==> config.mk <==
export PLATFORM = sky130hd
export DESIGN_NAME = pcm_port_c_mux
export DESIGN_NICKNAME = d
export VERILOG_FILES = /design/src/pcm_pkg.sv /design/src/pcm_port_c_mux.sv /design/src/pcm_pin_sync.sv /design/src/pcm_input_buf.sv
export VERILOG_INCLUDE_DIRS = /design/src /design/src/src
export SDC_FILE = /design/constraint.sdc
export NUM_CORES = 1
export LEC_CHECK = 0
export BUFFER_PORTS_ARGS = -buffer_cell sky130_fd_sc_hd__clkbuf_2
export CAP_MARGIN = 40
export CORE_UTILIZATION = 54
export CTS_CLUSTER_DIAMETER = 200
export CTS_CLUSTER_SIZE = 40
export DETAILED_ROUTE_END_ITERATION = 10
export PLACE_DENSITY = 0.9
export RECOVER_POWER = 100
export SLEW_MARGIN = 10
export SYNTH_ARGS = -nofsm -noshare
export SYNTH_HDL_FRONTEND = slang
export SYNTH_SLANG_ARGS = --single-unit
==> constraint.sdc <==
create_clock -name i_clk -period 1.85 [get_ports i_clk]
set_clock_uncertainty 0.05 [all_clocks]
set_input_delay 0.0925 -clock i_clk [delete_from_list [all_inputs] [get_ports i_clk]]
set_output_delay 0.0925 -clock i_clk [all_outputs]
set_load 0.1 [all_outputs]
==> src/pcm_regs.svh <==
/*
 * Register map, reset values and field positions of the port C pin mux.
 * Assumes inclusion by the package and the main module only.
 */
`ifndef PCM_REGS_SVH
`define PCM_REGS_SVH

// ==========================================
// register offsets
`define PCM_ADDR_W 2
`define PCM_OFF_LEVELS 2'h0
`define PCM_OFF_LATCH 2'h1
`define PCM_OFF_DIR 2'h2
`define PCM_OFF_CTRL 2'h3

// ==========================================
// reset values
`define PCM_DIR_RST 8'hFF
`define PCM_LATCH_RST 8'h00
`define PCM_CTRL_RST 8'h00

// ==========================================
// control register fields
`define PCM_CTRL_SYNC_EN 0
`define PCM_CTRL_SYNC_I2C 1
`define PCM_CTRL_SMBUS 2
`define PCM_CTRL_USART_EN 3
`define PCM_CTRL_USART_SYNC 4
`define PCM_CTRL_USART_MASTER 5
`define PCM_CTRL_USART_TXEN 6

// ==========================================
// pin positions
`define PCM_PIN_CCP 1
`define PCM_PIN_SCK 3
`define PCM_PIN_SDA 4
`define PCM_PIN_SDO 5
`define PCM_PIN_TX 6
`define PCM_PIN_RX 7

`endif

==> src/pcm_pkg.sv <==
/*
 * Types of the port C pin mux.
 * Assumes pcm_regs.svh on the include path.
 */
`include "pcm_regs.svh"

package pcm_pkg;

    // ==========================================
    // pin bundles
    typedef struct packed {
        logic [7:0] out;
        logic [7:0] oe;
    } pcm_pin_drive_t;

    // sync serial peripheral side
    typedef struct packed {
        logic sck_out;
        logic sdo;
        logic sda_out;
        logic sda_oe;
        logic scl_out;
        logic scl_oe;
        logic spi_master;
    } pcm_ssp_out_t;

    typedef struct packed {
        logic sck_in;
        logic sdi;
        logic scl_in;
        logic sda_in;
    } pcm_ssp_in_t;

    // enhanced serial peripheral side
    typedef struct packed {
        logic tx;
        logic ck_out;
        logic dt_out;
    } pcm_usart_out_t;

    typedef struct packed {
        logic ck_in;
        logic rx;
        logic dt_in;
    } pcm_usart_in_t;

    // capture/compare channel two
    typedef struct packed {
        logic out;
        logic out_en;
    } pcm_ccp_out_t;

    typedef enum logic [1:0] {
        PCM_SRC_PORT,
        PCM_SRC_SYNC,
        PCM_SRC_USART
    } pcm_src_t;

endpackage : pcm_pkg

==> src/pcm_port_c_mux.sv <==
/*
 * Port C upper pin multiplexer with latch, direction and control
 * registers, plus remapping of capture/compare channel two.
 * Assumes a one-cycle register port and synchronous peripherals.
 */
// Function
// [RL1] spi master clock drives pin 3
// [RL2] spi slave clock from pin 3
// [RL3] i2c clock in, threshold selectable
// [RL4] i2c data output drives pin 4
// [RL5] i2c data in, threshold selectable
// [RL6] spi data input from pin 4
// [RL7] spi data out drives pin 5
// [RL8] async transmit drives pin 6
// [RL9] sync master clock drives pin 6
// [RL10] sync slave clock from pin 6
// [RL11] async receive from pin 7
// [RL12] sync transmit data drives pin 7
// [RL13] sync receive data from pin 7
// [RL14] peripheral overrides direction bit; spi clock, spi data out and ccp drive only while their dir bit is zero
// [RL15] channel two pin chosen by select
// [RL16] output latch byte read and write
// [RL17] port register reads pin levels
// [RL18] one direction bit per pin
// [RL19] direction one input, zero output
// [RL20] direction reads stored value always
// [RL21] all pins input after reset
// [RL22] fixed priority among peripherals
// [RL23] port write updates output latch
`include "pcm_regs.svh"

module pcm_port_c_mux #(
    parameter int WIDTH = 8
) (
    input wire logic i_clk,
    input wire logic i_rst_n,
    input wire logic [`PCM_ADDR_W-1:0] i_addr,
    input wire logic [7:0] i_wdata,
    input wire logic i_wr,
    input wire logic i_rd,
    output logic [7:0] o_rdata,
    input wire logic [WIDTH-1:0] i_pin,
    output logic [WIDTH-1:0] o_pin,
    output logic [WIDTH-1:0] o_pin_oe,
    input wire logic i_ccp_two_pin_select,
    input wire pcm_pkg::pcm_ssp_out_t i_ssp,
    output pcm_pkg::pcm_ssp_in_t o_ssp,
    input wire pcm_pkg::pcm_usart_out_t i_usart,
    output pcm_pkg::pcm_usart_in_t o_usart,
    input wire pcm_pkg::pcm_ccp_out_t i_ccp,
    output logic o_ccp_in,
    output logic o_ccp_alt_out,
    output logic o_ccp_alt_oe
);

    // ==========================================
    // state
    typedef struct packed {
        logic [7:0] latch;
        logic [7:0] dir;
        logic [7:0] ctrl;
        logic [7:0] rdata;
        pcm_pkg::pcm_ssp_in_t ssp_in;
        pcm_pkg::pcm_usart_in_t usart_in;
        logic ccp_in;
    } pcm_state_t;

    pcm_state_t state_q;
    pcm_state_t state_d;

    logic [WIDTH-1:0] pin_sync;
    logic [WIDTH-1:0] pin_buf;
    logic [WIDTH-1:0] smbus_sel;
    pcm_pkg::pcm_pin_drive_t drv;
    pcm_pkg::pcm_src_t src6;
    pcm_pkg::pcm_src_t src7;
    logic ssp_en;
    logic ssp_i2c;
    logic us_en;
    logic us_sync;
    logic us_master;
    logic us_txen;
    logic spi_on;
    logic i2c_on;
    logic ccp_here;

    // ==========================================
    // input stages
    pcm_pin_sync #(
        .WIDTH(WIDTH)
    ) u_sync (
        .i_clk(i_clk),
        .i_rst_n(i_rst_n),
        .i_async(i_pin),
        .o_sync(pin_sync)
    );

    always_comb begin
        smbus_sel = '0;
        smbus_sel[`PCM_PIN_SCK] = i2c_on & state_q.ctrl[`PCM_CTRL_SMBUS];
        smbus_sel[`PCM_PIN_SDA] = i2c_on & state_q.ctrl[`PCM_CTRL_SMBUS];
    end

    pcm_input_buf #(
        .WIDTH(WIDTH)
    ) u_buf (
        .i_clk(i_clk),
        .i_rst_n(i_rst_n),
        .i_level(pin_sync),
        .i_smbus(smbus_sel),
        .o_level(pin_buf)
    );

    // ==========================================
    // mode decode
    assign ssp_en = state_q.ctrl[`PCM_CTRL_SYNC_EN];
    assign ssp_i2c = state_q.ctrl[`PCM_CTRL_SYNC_I2C];
    assign us_en = state_q.ctrl[`PCM_CTRL_USART_EN];
    assign us_sync = state_q.ctrl[`PCM_CTRL_USART_SYNC];
    assign us_master = state_q.ctrl[`PCM_CTRL_USART_MASTER];
    assign us_txen = state_q.ctrl[`PCM_CTRL_USART_TXEN];
    assign spi_on = ssp_en & ~ssp_i2c;
    assign i2c_on = ssp_en & ssp_i2c;
    assign ccp_here = i_ccp_two_pin_select;

    // usart owns pins 6 and 7 only; no pin is shared by two peripherals
    always_comb begin
        src6 = pcm_pkg::PCM_SRC_PORT;
        src7 = pcm_pkg::PCM_SRC_PORT;
        if (us_en) begin
            src6 = pcm_pkg::PCM_SRC_USART; // RL22
            src7 = pcm_pkg::PCM_SRC_USART; // RL22
        end
    end

    // ==========================================
    // output drive per pin
    always_comb begin
        drv.out = state_q.latch;
        drv.oe = ~state_q.dir; // RL19
        if (ccp_here && i_ccp.out_en && !state_q.dir[`PCM_PIN_CCP]) begin
            drv.out[`PCM_PIN_CCP] = i_ccp.out; // RL15
        end
        if (spi_on) begin
            if (!state_q.dir[`PCM_PIN_SCK] && i_ssp.spi_master) begin
                drv.out[`PCM_PIN_SCK] = i_ssp.sck_out; // RL1
            end
            drv.oe[`PCM_PIN_SDA] = 1'b0; // RL6
            if (!state_q.dir[`PCM_PIN_SDO]) begin
                drv.out[`PCM_PIN_SDO] = i_ssp.sdo; // RL7
            end
        end else if (i2c_on) begin
            drv.out[`PCM_PIN_SCK] = i_ssp.scl_out;
            drv.oe[`PCM_PIN_SCK] = i_ssp.scl_oe;
            drv.out[`PCM_PIN_SDA] = i_ssp.sda_out; // RL4
            drv.oe[`PCM_PIN_SDA] = i_ssp.sda_oe; // RL14
        end
        unique case (src6)
            pcm_pkg::PCM_SRC_USART: begin
                if (!us_sync) begin
                    drv.out[`PCM_PIN_TX] = i_usart.tx; // RL8
                    drv.oe[`PCM_PIN_TX] = 1'b1; // RL14
                end else if (us_master) begin
                    drv.out[`PCM_PIN_TX] = i_usart.ck_out; // RL9
                    drv.oe[`PCM_PIN_TX] = 1'b1; // RL14
                end else begin
                    drv.oe[`PCM_PIN_TX] = 1'b0; // RL10
                end
            end
            default: begin
            end
        endcase
        unique case (src7)
            pcm_pkg::PCM_SRC_USART: begin
                if (us_sync && us_txen) begin
                    drv.out[`PCM_PIN_RX] = i_usart.dt_out; // RL12
                    drv.oe[`PCM_PIN_RX] = 1'b1; // RL14
                end else begin
                    drv.oe[`PCM_PIN_RX] = 1'b0; // RL11 RL13
                end
            end
            default: begin
            end
        endcase
    end

    // ==========================================
    // registers and peripheral inputs
    always_comb begin
        state_d = state_q;
        state_d.rdata = 8'h00;
        if (i_wr) begin
            unique case (i_addr)
                `PCM_OFF_LEVELS: state_d.latch = i_wdata; // RL23
                `PCM_OFF_LATCH: state_d.latch = i_wdata; // RL16
                `PCM_OFF_DIR: state_d.dir = i_wdata; // RL18
                `PCM_OFF_CTRL: state_d.ctrl = i_wdata;
            endcase
        end
        if (i_rd) begin
            unique case (i_addr)
                `PCM_OFF_LEVELS: state_d.rdata = pin_sync; // RL17
                `PCM_OFF_LATCH: state_d.rdata = state_q.latch; // RL16
                `PCM_OFF_DIR: state_d.rdata = state_q.dir; // RL20
                `PCM_OFF_CTRL: state_d.rdata = state_q.ctrl;
            endcase
        end
        state_d.ssp_in.sck_in = spi_on & pin_buf[`PCM_PIN_SCK]; // RL2
        state_d.ssp_in.scl_in = i2c_on & pin_buf[`PCM_PIN_SCK]; // RL3
        state_d.ssp_in.sdi = spi_on & pin_buf[`PCM_PIN_SDA]; // RL6
        state_d.ssp_in.sda_in = i2c_on & pin_buf[`PCM_PIN_SDA]; // RL5
        state_d.usart_in.ck_in = us_en & us_sync & ~us_master
            & pin_buf[`PCM_PIN_TX]; // RL10
        state_d.usart_in.rx = us_en & ~us_sync & pin_buf[`PCM_PIN_RX]; // RL11
        state_d.usart_in.dt_in = us_en & us_sync & ~us_txen
            & pin_buf[`PCM_PIN_RX]; // RL13
        state_d.ccp_in = ccp_here & pin_buf[`PCM_PIN_CCP]; // RL15
    end

    always_ff @(posedge i_clk or negedge i_rst_n) begin
        if (!i_rst_n) begin
            state_q <= '0;
            state_q.dir <= `PCM_DIR_RST; // RL21
            state_q.latch <= `PCM_LATCH_RST;
            state_q.ctrl <= `PCM_CTRL_RST;
        end else begin
            state_q <= state_d;
        end
    end

    // ==========================================
    // outputs
    assign o_rdata = state_q.rdata;
    assign o_pin = drv.out;
    assign o_pin_oe = drv.oe;
    assign o_ssp = state_q.ssp_in;
    assign o_usart = state_q.usart_in;
    assign o_ccp_in = state_q.ccp_in;
    assign o_ccp_alt_out = i_ccp.out; // RL15
    assign o_ccp_alt_oe = ~ccp_here & i_ccp.out_en; // RL15

endmodule : pcm_port_c_mux

==> src/pcm_pin_sync.sv <==
/*
 * Two-stage synchroniser for the eight pin levels.
 * Assumes asynchronous pin inputs and one system clock.
 */
module pcm_pin_sync #(
    parameter int WIDTH = 8
) (
    input wire logic i_clk,
    input wire logic i_rst_n,
    input wire logic [WIDTH-1:0] i_async,
    output logic [WIDTH-1:0] o_sync
);

    typedef struct packed {
        logic [WIDTH-1:0] s1;
        logic [WIDTH-1:0] s2;
    } pcm_sync_state_t;

    pcm_sync_state_t state_q;
    pcm_sync_state_t state_d;

    // ==========================================
    // stage chain
    always_comb begin
        state_d.s1 = i_async;
        state_d.s2 = state_q.s1;
    end

    always_ff @(posedge i_clk or negedge i_rst_n) begin
        if (!i_rst_n) begin
            state_q <= '0;
        end else begin
            state_q <= state_d;
        end
    end

    assign o_sync = state_q.s2;

endmodule : pcm_pin_sync

==> src/pcm_input_buf.sv <==
/*
 * Input qualifier per pin: schmitt or i2c/smbus threshold stand-in.
 * Assumes already synchronised levels; smbus uses a two-sample filter.
 */
module pcm_input_buf #(
    parameter int WIDTH = 8
) (
    input wire logic i_clk,
    input wire logic i_rst_n,
    input wire logic [WIDTH-1:0] i_level,
    input wire logic [WIDTH-1:0] i_smbus,
    output logic [WIDTH-1:0] o_level
);

    typedef struct packed {
        logic [WIDTH-1:0] prev;
        logic [WIDTH-1:0] held;
    } pcm_buf_state_t;

    pcm_buf_state_t state_q;
    pcm_buf_state_t state_d;

    // ==========================================
    // hysteresis: smbus pins change only on two equal samples, other pins follow each sample
    always_comb begin
        state_d.prev = i_level;
        state_d.held = state_q.held;
        for (int i = 0; i < WIDTH; i++) begin
            if (!i_smbus[i] || (i_level[i] == state_q.prev[i])) begin
                state_d.held[i] = i_level[i];
            end
        end
    end

    always_ff @(posedge i_clk or negedge i_rst_n) begin
        if (!i_rst_n) begin
            state_q <= '0;
        end else begin
            state_q <= state_d;
        end
    end

    assign o_level = state_q.held;

endmodule : pcm_input_buf

Word level (Yosys, flattened, before mapping)
Cells that the tools add are included.

Reduce and logical (&&, ||, !) cells: 14. Equality and inequality tests: 6. Muxes and demuxes: 23. Bitwise logic cells: 22.

Operators by type and width (number): $pmux W8 S4 (1); $mux W1 (18); $and A1 B1 Y1 (16); $mux W8 (1); $not A8 Y8 (1); $eq A2 B2 Y1 const B (3); $mux W2 (3); $reduce_and A2 Y1 (3); $not A1 Y1 (5); $logic_and A1 B1 Y1 (4); $logic_not A1 Y1 (3); $eq A1 B1 Y1 (2); $eq A2 B1 Y1 const B (1); $logic_not A2 Y1 (1); $logic_or A1 B1 Y1 (2); $reduce_or A2 Y1 (1).

Bits of input ports: 35. Output and inout port bits: 34. Flip-flop bits (word level): 69.

Longest topological paths before layout
Gate-level depths: netlist of run 1.

Depth after elaboration: 4. Depth in mapped cells: 4. Gate-level depth less buffers: 3.

By module
A second synthesis of run 1 with hierarchy kept.

Cells, all modules: 212. Area, all modules: 3024.2 um2.

By module, submodules not included: pcm_port_c_mux (times used 1, area each 1983.2 um2, sequential area each 1011.0 um2, cells an instance 148); pcm_input_buf (times used 1, area each 640.6 um2, sequential area each 400.4 um2, cells an instance 48); pcm_pin_sync (times used 1, area each 400.4 um2, sequential area each 400.4 um2, cells an instance 16).

Worst setup path after synthesis of run 1
OpenSTA, ideal clock, no wires.

Kind: reg2out. Start point: register state_q[19] (netlist name). End point: output o_pin[6]. Arrival time: 2.709 ns. Required time: 1.707 ns. Cell stages (with the launch flop): 4. Setup slack: -1.001 ns. Buffers on the path: 1. Cell sequence: dfrtp_1 clkbuf_1 inv_1 o21ai_0.

Longest elaborated chain between the ends: 3.

RTL lines: start, declared (line pcm_port_c_mux.sv:68) `pcm_state_t state_q;`; start signal, assigned (line pcm_port_c_mux.sv:227) `state_q <= state_d;`; $mux W2 (line pcm_port_c_mux.sv:130) `if (us_en) begin`; $eq A2 B2 Y1 (line pcm_port_c_mux.sv:158) `unique case (src6)`; $mux W1 (line pcm_port_c_mux.sv:158); end, declared (line pcm_port_c_mux.sv:43) `output logic [WIDTH-1:0] o_pin,`.

Every way passes these cells.

Worst setup path after layout of run 1
Start point: register state_q[25] (netlist name). End point: output o_pin[1].

Longest elaborated chain between the ends: 3.

RTL lines: $logic_not A1 Y1 (line pcm_port_c_mux.sv:141) `` if (ccp_here && i_ccp.out_en && !state_q.dir[`PCM_PIN_CCP]) begin ``; $logic_and A1 B1 Y1 (line pcm_port_c_mux.sv:141); $mux W1 (line pcm_port_c_mux.sv:141).

Every way passes these cells.

==> impl_results.md, run 1 <==
- Setup violators final: 0
- Maximum vdd drop: 0.841 mV
- Leak Pwr: 1.54 nW
- Layout area overhead: 25.6%
- Cell at the root of the clock tree: clkbuf_8
- GP Congestion: 0.705
- Buffers on Ports: 68
- Ratio of cells with drive above 1 in the final layout: 52.1%
- Total grt overflow: 0
- GRT Total Usage: 23.2%
- MaxCap Viol Count: 0
- First-pass GRT wire length: 8.39 mm
- Nets: 289
- Synth Cell Area: 2590 um^2
- Worst r2r dst: o_rdata[3]
- Post-synth cell types: 24
- Post-route ant nets: 0
- DRC: 4
- Final WL: 5.24 mm
- Hold Path Stages: 2
- R2R setup slack: 0.52 ns
- Tightest Pin Transition: 1.17 ns
- Clock tree buffer depth: 2
- Number of global-route vias before repair: 1760
- #FFs+latches synth: 63
- I/O pins: 69
- Num CTS Buffers: 9
- H-tree lvl count: 3
- Core ar.: 4470 um^2
- R2R depth: 2
- WHS Endpoint: o_rdata[1]
- Final period util: 97.1%
- Pwr dens: 1330 nW/um^2
- Worst Hold Class: primary input to register
- Most used flip-flop cell after synthesis: dfrtp_1
- Ant. Diodes: 0
- Setup crit start kind: register
- Tmin final: 1.80 ns
- Per-cell routed wire length: 16.8 um
- Iteration-0 DRC Markers: 96
- Mapped Cells: 179
- Slew HR: 22.5%
- Register area share after synthesis: 61.2%
- Largest net degree at the start of global routing: 64
- CTS tree: done
- Outcome: finished, violations left
- Crit Path Max Fanout: 3
- Failing checks: DRC
- CTS clk-pin slew, worst paths: 0.07 ns
- Skew-Pair Late Insertion Delay: 0.34 ns
- WS Path Type: register to primary output
- Async SR Flop Fraction: 100%
- Req. time, crit path: 1.71 ns
- FP Rows: 24
- Drt pass-1 iters: 7
- Post-synth EDFFs: 0
- Max Transition Viols Final: 0
- Crit path capture type: primary output
- Synth Warn #: 0
- Initial core utilization: 57.9%
- Die Height: 71.3 um
- # clock sinks: 63
- Vias: 1680
- Hold path start: i_rd
- Setup tns final: 0 ns
- Syn_nets: 214
- R2r startpoint: state_q[19]
- Max Freq: 557 MHz
- Hpwl dp: 3.29 mm
- Vias per std cell: 5.40
- Die width: 71.3 um
- Die area: 5080 um^2
- Worst EP arrival: 1.65 ns
- Count of final hold-check violations: 0
- Initial antenna violation count: 0
- Syn_area_per_cell: 14.5 um^2
- Total power: 4.32 mW
==> registers in the layout, indices dropped and copies added, names as in the netlist <==
signal,cells
state_q,20
o_rdata,8
u_sync.o_sync,8
u_sync.state_d,8
o_ssp,4
u_buf.o_level,4
o_usart,3
u_buf.state_q,3
o_pin,2
o_ccp_in,1
ssp_en,1
ssp_i2c,1
==> power by group <==
group          switching [mW]  internal [mW]  total [mW]
registers               0.128           1.56        1.69
logic                    1.07          0.368        1.44
clock network           0.539          0.651        1.19
total                    1.74           2.58        4.32
==> Yosys cell counts, types with 2 or more instances <==
| master | number | area share [%] |
|---|---|---|
| a21oi_1 | 5 | 0.97 |
| a22o_1 | 2 | 0.68 |
| and2_1 | 9 | 2.2 |
| and3_1 | 3 | 0.72 |
| buf_2 | 3 | 0.58 |
| buf_4 | 18 | 5.2 |
| buf_6 | 2 | 0.87 |
| dfrtp_1 | 55 | 53 |
| dfstp_2 | 8 | 8.1 |
| inv_1 | 7 | 1.0 |
| mux2_2 | 28 | 12 |
| mux4_2 | 8 | 7.0 |
| nand2_1 | 2 | 0.29 |
| nand3_1 | 3 | 0.58 |
| nor2_1 | 4 | 0.58 |
| nor2b_1 | 5 | 1.2 |
| nor3b_1 | 4 | 1.2 |
| o21ai_0 | 7 | 1.4 |
==> layout make-up <==
class,count,area [um^2]
clock inverter,6,60.1
multi-input combinational,85,808
fill,300,1220
sequential,63,1590
clock buffer,10,138
tap,52,65.1
inverter,7,27.5
timing repair buffer,88,568
==> repair_timing <==
action / in CTS / in global routing
buffers inserted: 0 / 0
cloned: 0 / 0
hold endpoints to repair: 95 / 0
hold buffers: 18 / 0
resized for setup: 5 / 5
setup endpoints to repair: 3 / 5
==> how the worst max path moves through the flow <==
stage	start	end	cells after the start
finish	state_q[25]	o_pin[1]	4
detailed placement	ssp_i2c	o_pin[5]	3
CTS	state_q[25]	o_pin[1]	4
floorplan	state_q[19]	o_pin[6]	3
global route	ssp_i2c	o_pin[3]	4
global placement	ssp_i2c	o_pin[5]	3
==> cells in the final DEF (no fill, tap or decap), types with 4 or more instances in the layout <==
master and count:
clkbuf_4 4, nor2_1 4, dlygate4sd3_1 18, inv_1 6, and2_1 9, mux2_2 27, nor2b_1 4, dfstp_2 8
mux4_2 8, a21oi_1 4, dfrtp_1 54, clkbuf_2 56, clkbuf_8 11, o21ai_0 5
==> logic make-up after synthesis <==
kind of cell           synth area share [%]
AOI/OAI and AO/OA                      3.24
buffers and inverters                  7.82
DFF                                    61.2
and+or+nand+nor                        8.21
muxes                                  19.5
==> worst max-delay path, stage by stage, from the launching register on <==
cell and delay [ns]:
dfstp_2 0.54, clkinvlp_2 0.09, and3_1 0.16, mux2_4 0.29
buf_4 0.23
==> layer usage <==
| metal | vias to the layer above | part of all wire, % | GRT usage, % |
|---|---|---|---|
| met2 | 64 | 53 | 40.2 |
| met4 | 0 | 2.0 | 12.7 |
| met5 | - | 0 | 0 |
| met3 | 11 | 4.3 | 4.22 |
| met1 | 856 | 41 | 27.7 |
| li1 | 749 | - | - |
==> per-stage QoR <==
stage                     setup slack [ns]  hold WS, ns  utilization, %  instance area [um^2]  cells
after floorplan                     -0.272       -0.253               -                  2610    179
after CTS                          0.00147       0.0792            73.4                  3280    311
after global placement               0.252       0.0725            64.6                  2890    277
after detailed placement             0.226       0.0767            64.6                  2890    277
final                               0.0545       0.0691            72.7                  3250    311
after global routing             -0.000119       0.0951            72.7                  3250    311
(Power assumes the default switching activity.)
==> run 2: changes to the inputs <==
--- a/config.mk
+++ b/config.mk
@@ -13,7 +13,7 @@
 export CTS_CLUSTER_SIZE = 40
 export DETAILED_ROUTE_END_ITERATION = 10
 export PLACE_DENSITY = 0.9
-export RECOVER_POWER = 100
+export SETUP_SLACK_MARGIN = 0.1
 export SLEW_MARGIN = 10
 export SYNTH_ARGS = -nofsm -noshare
 export SYNTH_HDL_FRONTEND = slang
==> run 2 against run 1 <==
Net effect: the flow still finishes with violations (DRC); maximum frequency is 2.0% higher; clock-buffer cell count stayed put; flip-flop and latch count stayed put; final cell count is 0.96% higher; critical path depth stayed put; combinational power is 6% higher; design area is 3.2% higher; register-to-register slack worse by 0.11 ns; total power is 1.9% higher; routed wire length is 1.9% higher; global-route usage hardly changed; sequential share of layout area is 1.4 points lower; critical path type unchanged.
==> impl_results.md, run 2 (synthesis gave the netlist of run 1 again) <==
- Num CTS Buffers: 9 (unchanged)
- Failing checks: DRC
- Most flops, register: state_q
- Layout area overhead: 29.6%
- First-pass GRT wire length: 8.40 mm (+0.17%)
- FP Rows: 24 (unchanged)
- Slew HR: 63.7% (+41 points)
- Count of final hold-check violations: 0 (unchanged)
- Combinational power share: 34.6% (+1.2 points)
- Tmin final: 1.76 ns (-0.0344 ns)
- Die Height: 71.3 um (unchanged)
- Worst-path cell chain: clkinvlp_4 > and3_4 > mux2_4 > clkbuf_16
- Hpwl dp: 3.29 mm (unchanged)
- Tightest Pin Transition: 0.546 ns (-0.621 ns)
- Crit path capture type: primary output
- Grt met3 use: 3.94% (-0.28 points)
- Vias per std cell: 5.34 (-1.1%)
- Switching Fraction: 40.1% (-0.19 points)
- Total grt overflow: 0 (unchanged)
- CTS tree: done
- Pint: 2.64 mW (+2.2%)
- Net switching power: 1.77 mW (+1.4%)
- H-tree lvl count: 3 (unchanged)
- Final WL: 5.34 mm (+1.9%)
- Clk network pwr share: 27.1% (-0.4 points)
- Number of global-route vias before repair: 1745 (-0.85%)
- Drt pass-1 iters: 7 (unchanged)
- Initial core utilization: 57.9% (unchanged)
- DRC: 4 (unchanged)
- Setup tns final: 0 ns (unchanged)
- Req. time, crit path: 1.71 ns (about the same)
- CTS clk-pin slew, worst paths: 0.07 ns (about the same)
- Final Core Density: 75.1% (+2.3 points)
- Commonest cells after routing, fill and taps aside: 60 x clkbuf_2, 52 x dfrtp_1, 27 x mux2_2
- Iteration-0 DRC Markers: 62 (-35%)
- Setup crit start kind: register
- Maximum vdd drop: 0.819 mV (-2.7%)
- Dpl cells: 277 (unchanged)
- Worst EP arrival: 1.62 ns (-0.03 ns)
- Cell at the root of the clock tree: clkbuf_8
- WS Path Type: register to primary output
- Initial antenna violation count: 0 (unchanged)
- Crit Path Max Fanout: 2 (-1)
- Nets: 292 (+1.0%)
- Largest net degree at the start of global routing: 64 (unchanged)
- GP Congestion: 0.705 (unchanged)
- Finished Layout Cells: 314 (+0.96%)
- Vias: 1677 (-0.18%)
- R2R setup slack: 0.41 ns (-0.11 ns)
- I/O pins: 69 (unchanged)
- Max Freq: 568 MHz (+2.0%)
- Clock tree buffer depth: 2 (unchanged)
- Worst path slowest cell: dfstp_2
- Sequential Power Share: 38.4% (-0.7 points)
- Leak Pwr: 1.59 nW (+3.8%)
- GRT Total Usage: 23.3% (+0.031 points)
- Skew-Pair Late Insertion Delay: 0.34 ns (about the same)
- Slowest stage delay, CP: 0.56 ns (+0.02 ns)
- Ant. Diodes: 0 (unchanged)
- Ratio of cells with drive above 1 in the final layout: 56.1% (+4.0 points)
- Global routing usage on met1: 28.0% (+0.29 points)
- Outcome: finished, violations left
- Per-cell routed wire length: 17.0 um (+0.95%)
- Buffers on Ports: 68 (unchanged)
- Core ar.: 4470 um^2 (unchanged)
- Die area: 5080 um^2 (unchanged)
- WHS: 0.0701 ns (+0.000974 ns)
- Max reg flops: 20 (unchanged)
- RSZ-0062 raised after global routing: true
- Commonest non-fill, non-tap cell in the layout: clkbuf_2
- Pwr dens: 1310 nW/um^2 (-1.2%)
- GR Util met2: 40.5% (+0.32 points)
- Worst Hold Class: primary input to register
- GRT busiest layer: met2
- Die width: 71.3 um (unchanged)
- Post-route ant nets: 0 (unchanged)
- # clock sinks: 63 (unchanged)
- Max Transition Viols Final: 0 (unchanged)
- Setup violators final: 0 (unchanged)
- Final period util: 95.2% (-1.9 points)
- MaxCap Viol Count: 0 (unchanged)
-- run 2: path summary, 6_finish.rpt --
path                                   startpoint                to  cells after the start
worst max-delay path                  state_q[25]          o_pin[1]                      4
worst min-delay path                         i_rd        o_rdata[1]                      2
worst max register to register            ssp_i2c        o_rdata[1]                      3
worst min register to register  u_sync.state_d[5]  u_sync.o_sync[5]                      0
max in group asynchronous                 i_rst_n       state_q[26]                      3
min in group asynchronous                 i_rst_n       state_q[38]                      3
-- run 2: layout make-up --
cell class / instances / area, um^2
multi-input cells: 85 / 837
repair buffers: 91 / 638
inverters: 7 / 30.0
well taps: 52 / 65.1
clock inverters: 6 / 60.1
flip-flops and latches: 63 / 1590
fillers: 285 / 1120
clock buffers: 10 / 138
-- run 2: power groups by stage --
stage          registers, mW  clock network, mW  logic (mW)
6_report                1.69               1.19        1.52
5_1_grt                 1.71               1.26        1.58
4_1_cts                 1.69               1.21        1.49
3_5_place_dp            1.71                  0        1.41
3_3_place_gp            1.70                  0        1.39
2_1_floorplan           1.66                  0        1.24
-- run 2: stage by stage --
step / cell area [um^2] / setup WS [ns] / total power [mW]
floorplan: 2610 / -0.272 / 2.90
global placement: 2890 / 0.252 / 3.08
detailed placement: 2890 / 0.226 / 3.12
CTS: 3320 / 0.0395 / 4.38
global route: 3360 / 0.0567 / 4.55
finish: 3360 / 0.0889 / 4.40
-- run 2: repair_timing --
item / in CTS / in global routing
setup buffers: 0 / 3
hold buffers: 18 / 0
resized for setup: 13 / 6
endpoints found under the hold margin: 95 / 0
endpoints found under the setup margin: 9 / 7
-- run 2: critical path: cells and delay by family, from the launching register on --
kind                   cells  cell delay [ns]
DFF                        1             0.56
muxes                      1             0.30
buffers and inverters      2             0.28
and+or+nand+nor            1             0.14
-- run 2: per-layer routing --
| layer | part of all wire (%) | routed length [um] | up-vias |
|---|---|---|---|
| met5 | 0 | 0 | - |
| met4 | 1.5 | 81 | 0 |
| met3 | 4.7 | 251 | 8 |
| met2 | 53 | 2840 | 55 |
| met1 | 41 | 2170 | 856 |
| li1 | - | - | 758 |
